### config.mk
export PLATFORM = sky130hd
export DESIGN_NAME = pomux_top
export DESIGN_NICKNAME = d
export VERILOG_FILES = /design/src/hw/pomux_pkg.sv /design/src/hw/pomux_top.sv
export SDC_FILE = /design/constraint.sdc
export NUM_CORES = 1
export LEC_CHECK = 0
export ABC_AREA = 1
export BUFFER_PORTS_ARGS = -buffer_cell sky130_fd_sc_hd__buf_2
export CORE_ASPECT_RATIO = 0.8
export CORE_MARGIN = 3
export CORE_UTILIZATION = 46
export DETAILED_ROUTE_END_ITERATION = 7
export PLACE_DENSITY = 0.81
export RECOVER_POWER = 50
export SLEW_MARGIN = 15
export SYNTH_ARGS = -nofsm -noshare
export SYNTH_HDL_FRONTEND = slang
export SYNTH_SLANG_ARGS = --single-unit
export TNS_END_PERCENT = 100
### constraint.sdc
create_clock -name CLOCK -period 1.3 [get_ports CLOCK]
set_input_delay 0.13 -clock CLOCK [delete_from_list [all_inputs] [get_ports CLOCK]]
set_output_delay 0.13 -clock CLOCK [all_outputs]
set_load 0.02 [all_outputs]
### src/hw/pomux_pkg.sv
package pomux_pkg;
    localparam int POMUX_NPINS = 16;
    localparam int POMUX_NCN = 24;
    localparam int POMUX_NPERIPH = 2;
    localparam logic [3:0] OFS_DIR = 4'h0;
    localparam logic [3:0] OFS_LEVEL = 4'h1;
    localparam logic [3:0] OFS_LATCH = 4'h2;
    localparam logic [3:0] OFS_ODC = 4'h3;
    localparam logic [3:0] OFS_CNEN_LO = 4'h4;
    localparam logic [3:0] OFS_CNEN_HI = 4'h5;
    localparam logic [3:0] OFS_CNPU_LO = 4'h6;
    localparam logic [3:0] OFS_CNPU_HI = 4'h7;
    localparam logic [3:0] OFS_CNFLAG = 4'h8;
    localparam logic [15:0] RST_DIR = 16'hFFFF;
    localparam logic [15:0] RST_ZERO = 16'h0000;
    localparam logic [31:0] RD_UNMAPPED = 32'h00000000;
    localparam int CN_HI_BITS = 8;
    typedef struct packed {
        logic [POMUX_NPINS-1:0] en;
        logic [POMUX_NPINS-1:0] module_ctl;
        logic [POMUX_NPINS-1:0] out;
        logic [POMUX_NPINS-1:0] oe;
    } pomux_periph_s;
    typedef struct packed {
        logic [3:0] addr;
        logic read;
        logic write;
        logic [31:0] wdata;
    } pomux_bus_s;
endpackage : pomux_pkg

### src/hw/pomux_top.sv
// Behaviour
// enabled peripheral owns pin data and enable
// module-controlled peripheral disables port driver
// user-settable peripheral keeps direction bit control
// level register reads actual pin always
// software sets converter pin config bits; no such bits here, every pin is a port
// lowest index enabled peripheral wins pin
// input-only functions never claim driver
// software drives input functions via port
// serial peripherals ignore port writes
// latch writes drive capture input internally
// latch writes trigger enabled external interrupt
// serial pins ignore level and direction
// unused function pin works as output
// change on selected input raises request
// change interrupts only with enable bit
// pull-up per change pin enable bit
// direction one input, zero output, reset inputs
// level read pins, write loads latch
// latch read returns latch, write updates
// open-drain bit makes output drive low only
// synchronise, compare, sticky flag until cleared
//
// Added by the designer: the address map and the Avalon-MM register port.
`timescale 1ns/1ps
module pomux_top
    import pomux_pkg::*;
#(
    parameter int NPINS = POMUX_NPINS,
    parameter int NPER = POMUX_NPERIPH,
    parameter int NCN = POMUX_NCN
) (
    input wire logic CLOCK,
    input wire logic RESET_N,
    input wire logic [3:0] AVS_ADDRESS,
    input wire logic AVS_READ,
    input wire logic AVS_WRITE,
    input wire logic [31:0] AVS_WRITEDATA,
    output logic [31:0] AVS_READDATA,
    output logic AVS_WAITREQUEST,
    input wire logic [NPER-1:0][NPINS-1:0] PERIPH_EN,
    input wire logic [NPER-1:0][NPINS-1:0] PERIPH_MODULE_CTL,
    input wire logic [NPER-1:0][NPINS-1:0] PERIPH_OUT,
    input wire logic [NPER-1:0][NPINS-1:0] PERIPH_OE,
    input wire logic [NPINS-1:0] PIN_IN,
    output logic [NPINS-1:0] PIN_OUT,
    output logic [NPINS-1:0] PIN_OE_N,
    output logic [NPINS-1:0] PERIPH_IN,
    input wire logic [NCN-1:0] CN_IN,
    output logic [NCN-1:0] CN_PULLUP_EN,
    output logic CN_IRQ
);
    logic [NPINS-1:0] dir_r, dir_nxt, lat_r, lat_nxt, odc_r, odc_nxt;
    logic [NCN-1:0] cnen_r, cnen_nxt, cnpu_r, cnpu_nxt;
    logic [NCN-1:0] cn_s1_r, cn_s2_r, cn_prev_r;
    logic [NCN-1:0] cn_s1_nxt, cn_s2_nxt, cn_prev_nxt;
    logic cnflag_r, cnflag_nxt;
    logic [31:0] rdata_r, rdata_nxt;
    logic ack_r, ack_nxt;
    logic wr_go, rd_go, cn_change;
    logic [NPINS-1:0] own_any, own_mod, own_out, own_oe;
    logic [NPINS-1:0] drv_val, drv_en;

    function automatic logic [31:0] zext16(input logic [NPINS-1:0] v);
        zext16 = 32'h00000000;
        zext16[NPINS-1:0] = v;
    endfunction : zext16

    // one wait state: request answered on the second edge, keeps read data registered
    assign AVS_WAITREQUEST = (AVS_READ | AVS_WRITE) & ~ack_r;
    assign wr_go = AVS_WRITE & ack_r;
    assign rd_go = AVS_READ & ~ack_r;
    assign AVS_READDATA = rdata_r;

    // priority mux per pin: index 0 is listed first in the pin name
    genvar gp;
    generate
        for (gp = 0; gp < NPINS; gp++) begin : g_pin
            always_comb begin
                own_any[gp] = 1'b0;
                own_mod[gp] = 1'b0;
                own_out[gp] = 1'b0;
                own_oe[gp] = 1'b0;
                for (int k = NPER - 1; k >= 0; k--) begin
                    // input-only functions leave module_ctl low and never own the driver R7
                    if (PERIPH_EN[k][gp] && PERIPH_MODULE_CTL[k][gp]) begin
                        own_any[gp] = 1'b1;
                        own_mod[gp] = 1'b1;
                        own_out[gp] = PERIPH_OUT[k][gp];
                        own_oe[gp] = PERIPH_OE[k][gp];
                    end
                end
            end
            // serial owners drop the port path; direction and latch are ignored R1 R2 R9 R12
            assign drv_val[gp] = own_mod[gp] ? own_out[gp] : lat_r[gp];
            // user-settable or unused function: direction bit rules R3 R13 R17
            assign drv_en[gp] = own_mod[gp] ? own_oe[gp] : ~dir_r[gp];
            // open drain: only a low level is driven R20
            assign PIN_OUT[gp] = odc_r[gp] ? 1'b0 : drv_val[gp];
            assign PIN_OE_N[gp] = ~(drv_en[gp] & (~odc_r[gp] | ~drv_val[gp]));
            // port-driven level loops to capture, interrupt and fault inputs R8 R10 R11
            assign PERIPH_IN[gp] = (drv_en[gp] & ~own_mod[gp]) ? lat_r[gp] : PIN_IN[gp];
        end
    endgenerate

    always_comb begin
        dir_nxt = dir_r;
        lat_nxt = lat_r;
        odc_nxt = odc_r;
        cnen_nxt = cnen_r;
        cnpu_nxt = cnpu_r;
        rdata_nxt = rdata_r;
        ack_nxt = (AVS_READ | AVS_WRITE) & ~ack_r;
        if (wr_go) begin
            case (AVS_ADDRESS)
                OFS_DIR: dir_nxt = AVS_WRITEDATA[NPINS-1:0];
                OFS_LEVEL: lat_nxt = AVS_WRITEDATA[NPINS-1:0];
                OFS_LATCH: lat_nxt = AVS_WRITEDATA[NPINS-1:0];
                OFS_ODC: odc_nxt = AVS_WRITEDATA[NPINS-1:0];
                OFS_CNEN_LO: cnen_nxt[15:0] = AVS_WRITEDATA[15:0];
                OFS_CNEN_HI: cnen_nxt[NCN-1:16] = AVS_WRITEDATA[CN_HI_BITS-1:0];
                OFS_CNPU_LO: cnpu_nxt[15:0] = AVS_WRITEDATA[15:0];
                OFS_CNPU_HI: cnpu_nxt[NCN-1:16] = AVS_WRITEDATA[CN_HI_BITS-1:0];
                default: ;
            endcase
        end
        if (rd_go) begin
            case (AVS_ADDRESS)
                OFS_DIR: rdata_nxt = zext16(dir_r);
                OFS_LEVEL: rdata_nxt = zext16(PIN_IN);
                OFS_LATCH: rdata_nxt = zext16(lat_r);
                OFS_ODC: rdata_nxt = zext16(odc_r);
                OFS_CNEN_LO: rdata_nxt = {16'h0000, cnen_r[15:0]};
                OFS_CNEN_HI: rdata_nxt = {24'h000000, cnen_r[NCN-1:16]};
                OFS_CNPU_LO: rdata_nxt = {16'h0000, cnpu_r[15:0]};
                OFS_CNPU_HI: rdata_nxt = {24'h000000, cnpu_r[NCN-1:16]};
                OFS_CNFLAG: rdata_nxt = {31'h00000000, cnflag_r};
                default: rdata_nxt = RD_UNMAPPED;
            endcase
        end
    end

    // a change in the clearing cycle keeps the flag set R21
    assign cn_change = |((cn_s2_r ^ cn_prev_r) & cnen_r);
    always_comb begin
        cnflag_nxt = cnflag_r;
        if (wr_go && AVS_ADDRESS == OFS_CNFLAG && AVS_WRITEDATA[0]) begin
            cnflag_nxt = 1'b0;
        end
        if (cn_change) begin
            cnflag_nxt = 1'b1;
        end
    end
    assign CN_IRQ = cnflag_r;
    assign CN_PULLUP_EN = cnpu_r;

    // two flops ahead of the compare stage, only the second one is read R21
    always_comb begin
        cn_s1_nxt = CN_IN;
        cn_s2_nxt = cn_s1_r;
        cn_prev_nxt = cn_s2_r;
    end

    // port and change-notify control registers
    always_ff @(posedge CLOCK or negedge RESET_N) begin
        if (!RESET_N) begin
            dir_r <= RST_DIR;
            lat_r <= RST_ZERO;
            odc_r <= RST_ZERO;
            cnen_r <= '0;
            cnpu_r <= '0;
        end else begin
            dir_r <= dir_nxt;
            lat_r <= lat_nxt;
            odc_r <= odc_nxt;
            cnen_r <= cnen_nxt;
            cnpu_r <= cnpu_nxt;
        end
    end

    // bus answer registers
    always_ff @(posedge CLOCK or negedge RESET_N) begin
        if (!RESET_N) begin
            rdata_r <= RD_UNMAPPED;
            ack_r <= 1'b0;
        end else begin
            rdata_r <= rdata_nxt;
            ack_r <= ack_nxt;
        end
    end

    always_ff @(posedge CLOCK or negedge RESET_N) begin
        if (!RESET_N) begin
            cnflag_r <= 1'b0;
            cn_s1_r <= '0;
            cn_s2_r <= '0;
            cn_prev_r <= '0;
        end else begin
            cnflag_r <= cnflag_nxt;
            cn_s1_r <= cn_s1_nxt;
            cn_s2_r <= cn_s2_nxt;
            cn_prev_r <= cn_prev_nxt;
        end
    end

    a_cn_flag_set: assert property (@(posedge CLOCK) disable iff (!RESET_N)
        cn_change |=> cnflag_r) else $error("change did not set flag");
    a_cn_masked: assert property (@(posedge CLOCK) disable iff (!RESET_N)
        (cnen_r == '0 && !cnflag_r && !(wr_go && AVS_ADDRESS == OFS_CNEN_LO)
         && !(wr_go && AVS_ADDRESS == OFS_CNEN_HI)) |=> !cnflag_r)
        else $error("masked change set flag");
    a_cn_input_path: assert property (@(posedge CLOCK) disable iff (!RESET_N)
        ($changed(cn_s2_r[0]) && cnen_r[0]) |=> CN_IRQ)
        else $error("irq missing after change");
    a_dir_output: assert property (@(posedge CLOCK) disable iff (!RESET_N)
        (own_mod == '0 && odc_r == '0) |-> (PIN_OE_N == dir_r && PIN_OUT == lat_r))
        else $error("port path wrong");
    a_module_owns: assert property (@(posedge CLOCK) disable iff (!RESET_N)
        own_mod[0] && !odc_r[0] |-> (PIN_OUT[0] == own_out[0] && PIN_OE_N[0] == !own_oe[0]))
        else $error("module owner lost pin");
    a_prio_first: assert property (@(posedge CLOCK) disable iff (!RESET_N)
        (PERIPH_EN[0][0] && PERIPH_MODULE_CTL[0][0]) |-> own_out[0] == PERIPH_OUT[0][0])
        else $error("priority wrong");
    a_od_low_only: assert property (@(posedge CLOCK) disable iff (!RESET_N)
        odc_r[0] |-> (PIN_OUT[0] == 1'b0 && (PIN_OE_N[0] || !drv_val[0])))
        else $error("open drain drove high");
    a_loopback: assert property (@(posedge CLOCK) disable iff (!RESET_N)
        (!own_mod[0] && !dir_r[0]) |-> PERIPH_IN[0] == lat_r[0])
        else $error("loopback broken");
    a_latch_read: assert property (@(posedge CLOCK) disable iff (!RESET_N)
        (rd_go && AVS_ADDRESS == OFS_LATCH) |=> AVS_READDATA[NPINS-1:0] == $past(lat_r))
        else $error("latch read wrong");
    a_level_read: assert property (@(posedge CLOCK) disable iff (!RESET_N)
        (rd_go && AVS_ADDRESS == OFS_LEVEL) |=> AVS_READDATA[NPINS-1:0] == $past(PIN_IN))
        else $error("level read wrong");

    // register writes land on the completing edge
    a_dir_write: assert property (@(posedge CLOCK) disable iff (!RESET_N)
        (wr_go && AVS_ADDRESS == OFS_DIR) |=> dir_r == $past(AVS_WRITEDATA[NPINS-1:0]))
        else $error("direction write lost");
    a_level_write: assert property (@(posedge CLOCK) disable iff (!RESET_N)
        (wr_go && AVS_ADDRESS == OFS_LEVEL) |=> lat_r == $past(AVS_WRITEDATA[NPINS-1:0]))
        else $error("level write lost");
    a_latch_write: assert property (@(posedge CLOCK) disable iff (!RESET_N)
        (wr_go && AVS_ADDRESS == OFS_LATCH) |=> lat_r == $past(AVS_WRITEDATA[NPINS-1:0]))
        else $error("latch write lost");
    a_odc_write: assert property (@(posedge CLOCK) disable iff (!RESET_N)
        (wr_go && AVS_ADDRESS == OFS_ODC) |=> odc_r == $past(AVS_WRITEDATA[NPINS-1:0]))
        else $error("open drain write lost");
    a_cnen_lo_write: assert property (@(posedge CLOCK) disable iff (!RESET_N)
        (wr_go && AVS_ADDRESS == OFS_CNEN_LO) |=> cnen_r[15:0] == $past(AVS_WRITEDATA[15:0]))
        else $error("enable low write lost");
    a_cnen_hi_write: assert property (@(posedge CLOCK) disable iff (!RESET_N)
        (wr_go && AVS_ADDRESS == OFS_CNEN_HI) |=> cnen_r[NCN-1:16] == $past(AVS_WRITEDATA[7:0]))
        else $error("enable high write lost");
    a_cnpu_lo_write: assert property (@(posedge CLOCK) disable iff (!RESET_N)
        (wr_go && AVS_ADDRESS == OFS_CNPU_LO) |=> cnpu_r[15:0] == $past(AVS_WRITEDATA[15:0]))
        else $error("pull-up low write lost");
    a_cnpu_hi_write: assert property (@(posedge CLOCK) disable iff (!RESET_N)
        (wr_go && AVS_ADDRESS == OFS_CNPU_HI) |=> cnpu_r[NCN-1:16] == $past(AVS_WRITEDATA[7:0]))
        else $error("pull-up high write lost");
    a_pullup_out: assert property (@(posedge CLOCK) disable iff (!RESET_N)
        (wr_go && AVS_ADDRESS == OFS_CNPU_LO) |=> CN_PULLUP_EN[15:0] == $past(AVS_WRITEDATA[15:0]))
        else $error("pull-up pin wrong");

    // sticky flag: only a clear without a change lowers it
    a_flag_clear: assert property (@(posedge CLOCK) disable iff (!RESET_N)
        (wr_go && AVS_ADDRESS == OFS_CNFLAG && AVS_WRITEDATA[0] && !cn_change) |=> !CN_IRQ)
        else $error("flag clear lost");
    a_flag_sticky: assert property (@(posedge CLOCK) disable iff (!RESET_N)
        (CN_IRQ && !(wr_go && AVS_ADDRESS == OFS_CNFLAG && AVS_WRITEDATA[0])) |=> CN_IRQ)
        else $error("flag dropped by itself");

    // ownership on other pins and peripherals
    a_module_owns_top: assert property (@(posedge CLOCK) disable iff (!RESET_N)
        (own_mod[NPINS-1] && !odc_r[NPINS-1]) |-> PIN_OUT[NPINS-1] == own_out[NPINS-1])
        else $error("top pin owner lost data");
    a_serial_ignores: assert property (@(posedge CLOCK) disable iff (!RESET_N)
        own_mod[0] |-> PERIPH_IN[0] == PIN_IN[0])
        else $error("port reached serial input");
    a_prio_second: assert property (@(posedge CLOCK) disable iff (!RESET_N)
        (!(PERIPH_EN[0][0] && PERIPH_MODULE_CTL[0][0]) && PERIPH_EN[1][0]
         && PERIPH_MODULE_CTL[1][0]) |-> own_out[0] == PERIPH_OUT[1][0])
        else $error("second peripheral not granted");
    a_input_only: assert property (@(posedge CLOCK) disable iff (!RESET_N)
        (!PERIPH_MODULE_CTL[0][0] && !PERIPH_MODULE_CTL[1][0]) |-> !own_mod[0])
        else $error("input function took driver");
    a_ext_int_loop: assert property (@(posedge CLOCK) disable iff (!RESET_N)
        (!own_mod[1] && !dir_r[1]) |-> PERIPH_IN[1] == lat_r[1])
        else $error("interrupt loopback broken");
    a_unused_output: assert property (@(posedge CLOCK) disable iff (!RESET_N)
        (!own_mod[NPINS-1] && !dir_r[NPINS-1] && !odc_r[NPINS-1]) |-> !PIN_OE_N[NPINS-1])
        else $error("unused pin not driving");
    a_od_low_top: assert property (@(posedge CLOCK) disable iff (!RESET_N)
        odc_r[NPINS-1] |-> PIN_OUT[NPINS-1] == 1'b0)
        else $error("open drain top drove high");

    // read data stands until the next read is taken
    a_read_hold: assert property (@(posedge CLOCK) disable iff (!RESET_N)
        !rd_go |=> $stable(AVS_READDATA))
        else $error("read data moved");
    a_rdata_zero_hi: assert property (@(posedge CLOCK) disable iff (!RESET_N)
        (rd_go && AVS_ADDRESS == OFS_LATCH) |=> AVS_READDATA[31:NPINS] == '0)
        else $error("latch read upper bits set");
    a_wait_once: assert property (@(posedge CLOCK) disable iff (!RESET_N)
        AVS_WAITREQUEST |=> !AVS_WAITREQUEST)
        else $error("more than one wait state");
endmodule : pomux_top

==> results of run 1 <==
-- path summary, 6_finish.rpt --
| kind | start | to | slack (ps) | depth (start not counted) |
|---|---|---|---|---|
| setup reg to reg | ack_r | cnen_r[17] | 20 | 6 |
| min in group asynchronous | RESET_N | cn_prev_r[20] | 420 | 2 |
| hold / removal | AVS_WRITEDATA[13] | lat_r[13] | 10 | 3 |
| hold reg to reg | cn_s1_r[22] | cn_prev_nxt[22] | 350 | 0 |
| max in group asynchronous | RESET_N | dir_r[6] | 40 | 3 |
| setup / recovery | dir_r[15] | PERIPH_IN[15] | -280 | 3 |
-- cell families (layout without fill, tap and decap cells) --
kind of cell | count (synthesis) | in the layout | share of synthesized area (%)
compound gates | 195 | 195 | 11.05
buf+inv | 142 | 533 | 7.528
flops | 186 | 186 | 52.27
other cells | 1 | 17 | 0.04194
simple gates | 620 | 621 | 28.85
mux | 2 | 2 | 0.2518
-- what timing repair did --
action	in CTS	in global routing
gates cloned	0	1
setup endpoints to repair	51	76
setup buffers	29	10
resized for setup	148	57
hold endpoints to repair	197	0
pin swaps	39	22
hold buffers	26	0
-- sequential cells by signal, summed over array words and instances, names as in the netlist, 24 cells and up --
signal / cells
cn_s1_r: 24
CN_PULLUP_EN: 24
cnen_r: 24
cn_prev_nxt: 24
cn_prev_r: 24
-- power by group --
part,total (mW),internal (mW),switching (mW)
combinational,5.15,2.24,2.91
clock,5.46,3.25,2.21
sequential,7.49,6.71,0.784
total,18.1,12.2,5.90
-- cells in the mapped netlist --
cell	n
nand2_1	425
dfrtp_1	170
o21ai_0	106
nand3_1	101
inv_1	91
nor2_1	60
o21ai_1	54
a21oi_1	29
buf_4	19
buf_2	18
dfstp_2	16
or2_2	12
buf_6	6
nand2_2	6
inv_2	5
nor2_4	5
and2_1	3
nand3b_1	3
clkbuf_1	2
mux2_2	2
nor2_2	2
o21a_1	2
o22ai_1	2
a22o_1	1
a31oi_1	1
clkbuf_2	1
conb_1	1
nand3_4	1
nand4_1	1
nor3b_1	1
-- worst max-delay path: stages, from the launching register on --
cell,delay [ps]
dfstp_2,560
nor2_2,50
mux2_2,270
buf_6,130
-- area by class of cell --
| cell class | instances | area [µm²] | share of cell area (%) |
|---|---|---|---|
| timing repair buffer | 406 | 2798 | 21.98 |
| multi-input combinational | 834 | 3960 | 31.11 |
| inverter | 96 | 362.8 | 2.850 |
| clock buffer | 19 | 442.9 | 3.479 |
| sequential | 186 | 4676 | 36.73 |
| clock inverter | 12 | 172.7 | 1.356 |
| antenna | 1 | 2.502 | 0.01966 |
| tap | 253 | 316.6 | 2.486 |
-- per-stage QoR --
stage               power, mW  util [%]  worst slack (ps)
floorplan               9.698         -             19.70
global placement        11.29     59.31            -1.517
detailed placement      11.46     59.31            -59.53
CTS                     17.74     66.96            -278.3
global route            18.90     68.42            -316.3
finish                  18.11     68.42            -280.7
-- per-layer routing --
| metal | vias up | GRT usage [%] | share of wire, % |
|---|---|---|---|
| met3 | 78 | 4.885 | 9.1 |
| met5 | - | 0 | 0 |
| met2 | 508 | 47.84 | 49 |
| met4 | 0 | 9.729 | 3.2 |
| met1 | 4428 | 34.73 | 39 |
| li1 | 4445 | - | - |
==> metrics.yaml, run 1 <==
ant_nets: 0
cts_tree: "built"
drive_gt1_share_pct: 34.90
drt-wirelength-per-cell_um: 16.97
rsz0062_at_grt: "true"
whs_ps: 11.58
fin_skew_ps: 9.362
period_needed_ps: 1581
globalplace.congestion: 0.9045
report.final.hold_viol_count: 0
grt_max_degree: 45
syn_area_um2: 8942
yosys_warnings: 0
status: "finished, violations left"
nNetsFinal: 1749
design_area_um2: 12730
powerDensity_nw_per_um2: 1422
ir_drop_uv: 1174
core_um2: 18610
layout_commonest_cell: "nand2_1"
setup_viol: 43
place_area_um2: 11040
hold_path_class: "in -> reg"
synth.yosys.seq_area_share_pct: 52.27
die_x_um: 161.9
synth_cells: 1146
cts_buffers: 17
violations: "negative setup slack"
clkSinkCount: 186
cts.htree.levels: 4
arrival_ps: 1450
yosys.area.top_type: "dfrtp_1"
dp.cells: 1709
yosys-top-cells-area: "dfrtp_1, nand2_1, o21ai_0"
crit_required_ps: 1170
die-height_um: 130.7
worst_slack_ps: -280.7
grt_pass1_vias: 9086
start_util_pct: 48.06
grt_use_total_pct: 27.39
ys_ff_latch: 186
tns_ps: -7236
cp_max_fo: 2
firstDrtPassIters: 6
maxSlewViolCount: 0
portBuffers: 281
grt_antenna_before_repair: 1
finalCritPeriodShare_pct: 121.6
timing.fmax_mhz: 632.6
die_area_um2: 21160
totalWireLength_um: 30660
drc: 0
worstSkewPairLatency_ps: 430
syn2layout_area_growth_pct: 42.37
ys_types: 30
drv_cap: 0
synthDominantCellAreaShare_pct: 47.57
grt_pass1_wl_um: 45310
viasPerCell: 5.235
avgSynthCellArea_um2: 7.803
clk_pin_slew_ps: 70
layout_common_cells: "nand2_1, buf_2, dfrtp_1, buf_4, nand3_1"
cts_buffer_depth: 2
relSlewSlack_pct: 31.67
crit_path_start_kind: "register"
endpoint_kind: "output pin"
fin_cells: 1807
initialDrtViolationCount: 864
routed-via-count: 9459
crit_type: "reg -> out"
rows: 44
root_buffer: "clkbuf_16"
hpwl_um: 21160
grt_overflow: 0
power.leakage_nw: 6.785
pin_count: 314
tightest_slew_ps: 1025
fillers: 1478
No activity file was read; power rests on OpenSTA's default activity.
==> run 2, diff against run 1 <==
--- a/config.mk
+++ b/config.mk
@@ -9,9 +9,11 @@
 export BUFFER_PORTS_ARGS = -buffer_cell sky130_fd_sc_hd__buf_2
 export CORE_ASPECT_RATIO = 0.8
 export CORE_MARGIN = 3
-export CORE_UTILIZATION = 46
+export CORE_UTILIZATION = 47
+export CTS_BUF_LIST = sky130_fd_sc_hd__clkbuf_8
+export CTS_CLUSTER_SIZE = 30
 export DETAILED_ROUTE_END_ITERATION = 7
-export PLACE_DENSITY = 0.81
+export PLACE_DENSITY = 0.83
 export RECOVER_POWER = 50
 export SLEW_MARGIN = 15
 export SYNTH_ARGS = -nofsm -noshare
==> run 2 against run 1 <==
The flow still finishes with violations (negative setup slack). Combinational power is 3% higher. Sequential share of layout area is 0.35 points higher. Register-to-register slack worse by 20 ps. First-iteration DRC count is 2.3% lower. Routed wire length is 0.74% lower. Via count is 0.56% higher. Setup slack worse by 32 ps. Largest power group unchanged. Clock skew is 6.8 ps higher. Critical path depth is 1 higher. Clock power is 27% lower. Utilization is 0.17 points higher. Global-route usage is 1.0 points higher.
==> metrics.yaml, run 2 (synthesis gave the netlist of run 1 again) <==
syn2layout_area_growth_pct: 41.02
place_ws_ps: -98.39
slowest_stage: "dfstp_2"
powerDensity_nw_per_um2: 1330
grt_pass1_wl_um: 46120
seqPwrFrac_pct: 44.5
drv_cap: 0
drive_gt1_share_pct: 35.51
crit_type: "reg -> out"
die_x_um: 160.2
rsz0062_at_grt: "true"
hold_path_class: "in -> reg"
grt_antenna_before_repair: 0
crit_family: "flip-flops"
pin_count: 314
portBuffers: 281
cts_buffers: 17
cp_num_buf_inv: 2
core_um2: 18390
pwr-share-clk_pct: 23.9
tightest_slew_ps: 1012
hpwl_um: 21110
endpoint_kind: "output pin"
combPwrFrac_pct: 31.6
clkSinkCount: 186
cp_max_fo: 3
clk_pin_slew_ps: 100
drt-wirelength-per-cell_um: 16.79
period_needed_ps: 1613
totalWireLength_um: 30440
root_buffer: "clkbuf_8"
fin_cells: 1813
grt_overflow: 0
arrival_ps: 1480
firstDrtPassIters: 5
crit_path_max_incr_delay_ps: 570
timing.fmax_mhz: 619.9
nNetsFinal: 1755
fin_util_pct: 68.58
grt_max_degree: 51
grt_pass1_vias: 9256
maxSlewViolCount: 0
cts_tree: "built"
cts.htree.levels: 4
internal_power_mw: 11.06
cts_buffer_depth: 2
power.leakage_nw: 6.758
p_switching_mw: 5.712
routed-via-count: 9512
worstSkewPairLatency_ps: 460
grt_use_total_pct: 28.40
layout_commonest_cell: "nand2_1"
ir_drop_uv: 744.4
fillers: 1431
fin_skew_ps: 16.15
initialDrtViolationCount: 844
status: "finished, violations left"
antenna_cells: 0
rows: 44
worst_slack_ps: -313.1
relSlewSlack_pct: 32.54
crit_path_start_kind: "register"
globalplace.congestion: 0.8918
dp.cells: 1702
report.final.hold_viol_count: 0
crit_required_ps: 1170
drc: 0
violations: "negative setup slack"
whs_ps: 28.78
die-height_um: 129.4
viasPerCell: 5.247
crit_path_cell_trace: "nand3b_1 > inv_2 > o21ai_2 > buf_6"
finalCritPeriodShare_pct: 124.1
ant_nets: 0
die_area_um2: 20730
layout_common_cells: "nand2_1, buf_2, dfrtp_1, buf_4, nand3_1"
setup_viol: 50
p_sw_share_pct: 34.06
start_util_pct: 48.63
[run 2: cell types whose count changed in the layout (fill, tap and decap cells not counted), moves of 4 or more]
cell,delta
buf_6,+8
nand2_2,+5
buf_2,+5
inv_1,+5
nand2_1,-6
buf_4,-7
clkbuf_8,+19
clkbuf_1,-6
o21ai_2,+4
clkbuf_16,-17
buf_12,-5
o21ai_1,-4
dlygate4sd3_1,+8
[run 2: layout make-up]
| class | instances | area, µm² | share of cell area [%] |
|---|---|---|---|
| Clock buffer | 20 | 275.3 | 2.183 |
| Clock inverter | 12 | 135.1 | 1.072 |
| Inverter | 96 | 365.4 | 2.897 |
| Multi-Input combinational cell | 833 | 3991 | 31.65 |
| Sequential cell | 186 | 4676 | 37.08 |
| Tap cell | 253 | 316.6 | 2.510 |
| Timing Repair Buffer | 413 | 2851 | 22.61 |
[run 2: tightest hold or removal path, delay by kind of cell]
kind	cells	cell delay (ps)
AO/OA/AOI/OAI	1	150
buffers and inverters	2	190
[run 2: final timing paths]
check                           depth (start not counted)  slack (ps)              end              from
max in group asynchronous                               3          10         dir_r[7]           RESET_N
worst min register to register                          0         340   cn_prev_nxt[8]        cn_s1_r[8]
worst max-delay path                                    4        -310      PIN_OE_N[5]          dir_r[5]
worst min-delay path                                    3          30         lat_r[4]  AVS_WRITEDATA[4]
min in group asynchronous                               2         370  cn_prev_nxt[23]           RESET_N
worst max register to register                          7           0           CN_IRQ    cn_prev_nxt[8]
[run 2: repair_timing]
| item | 4_1_cts | 5_1_grt |
|---|---|---|
| pin swaps | 52 | 33 |
| hold endpoints to repair | 225 | 0 |
| gates resized for setup | 158 | 68 |
| setup endpoints to repair | 51 | 56 |
| hold buffers | 34 | 0 |
| buffers inserted | 38 | 8 |
[run 2: per-layer routing]
| metal | routed length, µm | up-vias | global-route usage (%) | part of all wire [%] |
|---|---|---|---|---|
| li1 | - | 4449 | - | - |
| met1 | 11530 | 4461 | 34.42 | 38 |
| met2 | 14780 | 500 | 48.67 | 49 |
| met3 | 2773 | 102 | 7.127 | 9.1 |
| met4 | 1352 | 0 | 12.65 | 4.4 |
| met5 | 0 | - | 0 | 0 |
[run 2: power by group through the flow]
stage / clock network (mW) / logic (mW) / registers, mW
floorplan: 0 / 2.12 / 7.58
global placement: 0 / 3.77 / 7.50
detailed placement: 0 / 3.89 / 7.55
CTS: 4.02 / 4.95 / 7.40
global route: 4.26 / 5.74 / 7.55
finish: 4.00 / 5.30 / 7.46
[run 2: metrics by stage]
step,area (µm²),TNS (ps),total power [mW]
finish,12610,-9096,16.77
global route,12610,-16550,17.55
CTS,12340,-9517,16.37
detailed placement,10930,-688.3,11.44
global placement,10930,-304.3,11.27
floorplan,8999,0,9.698
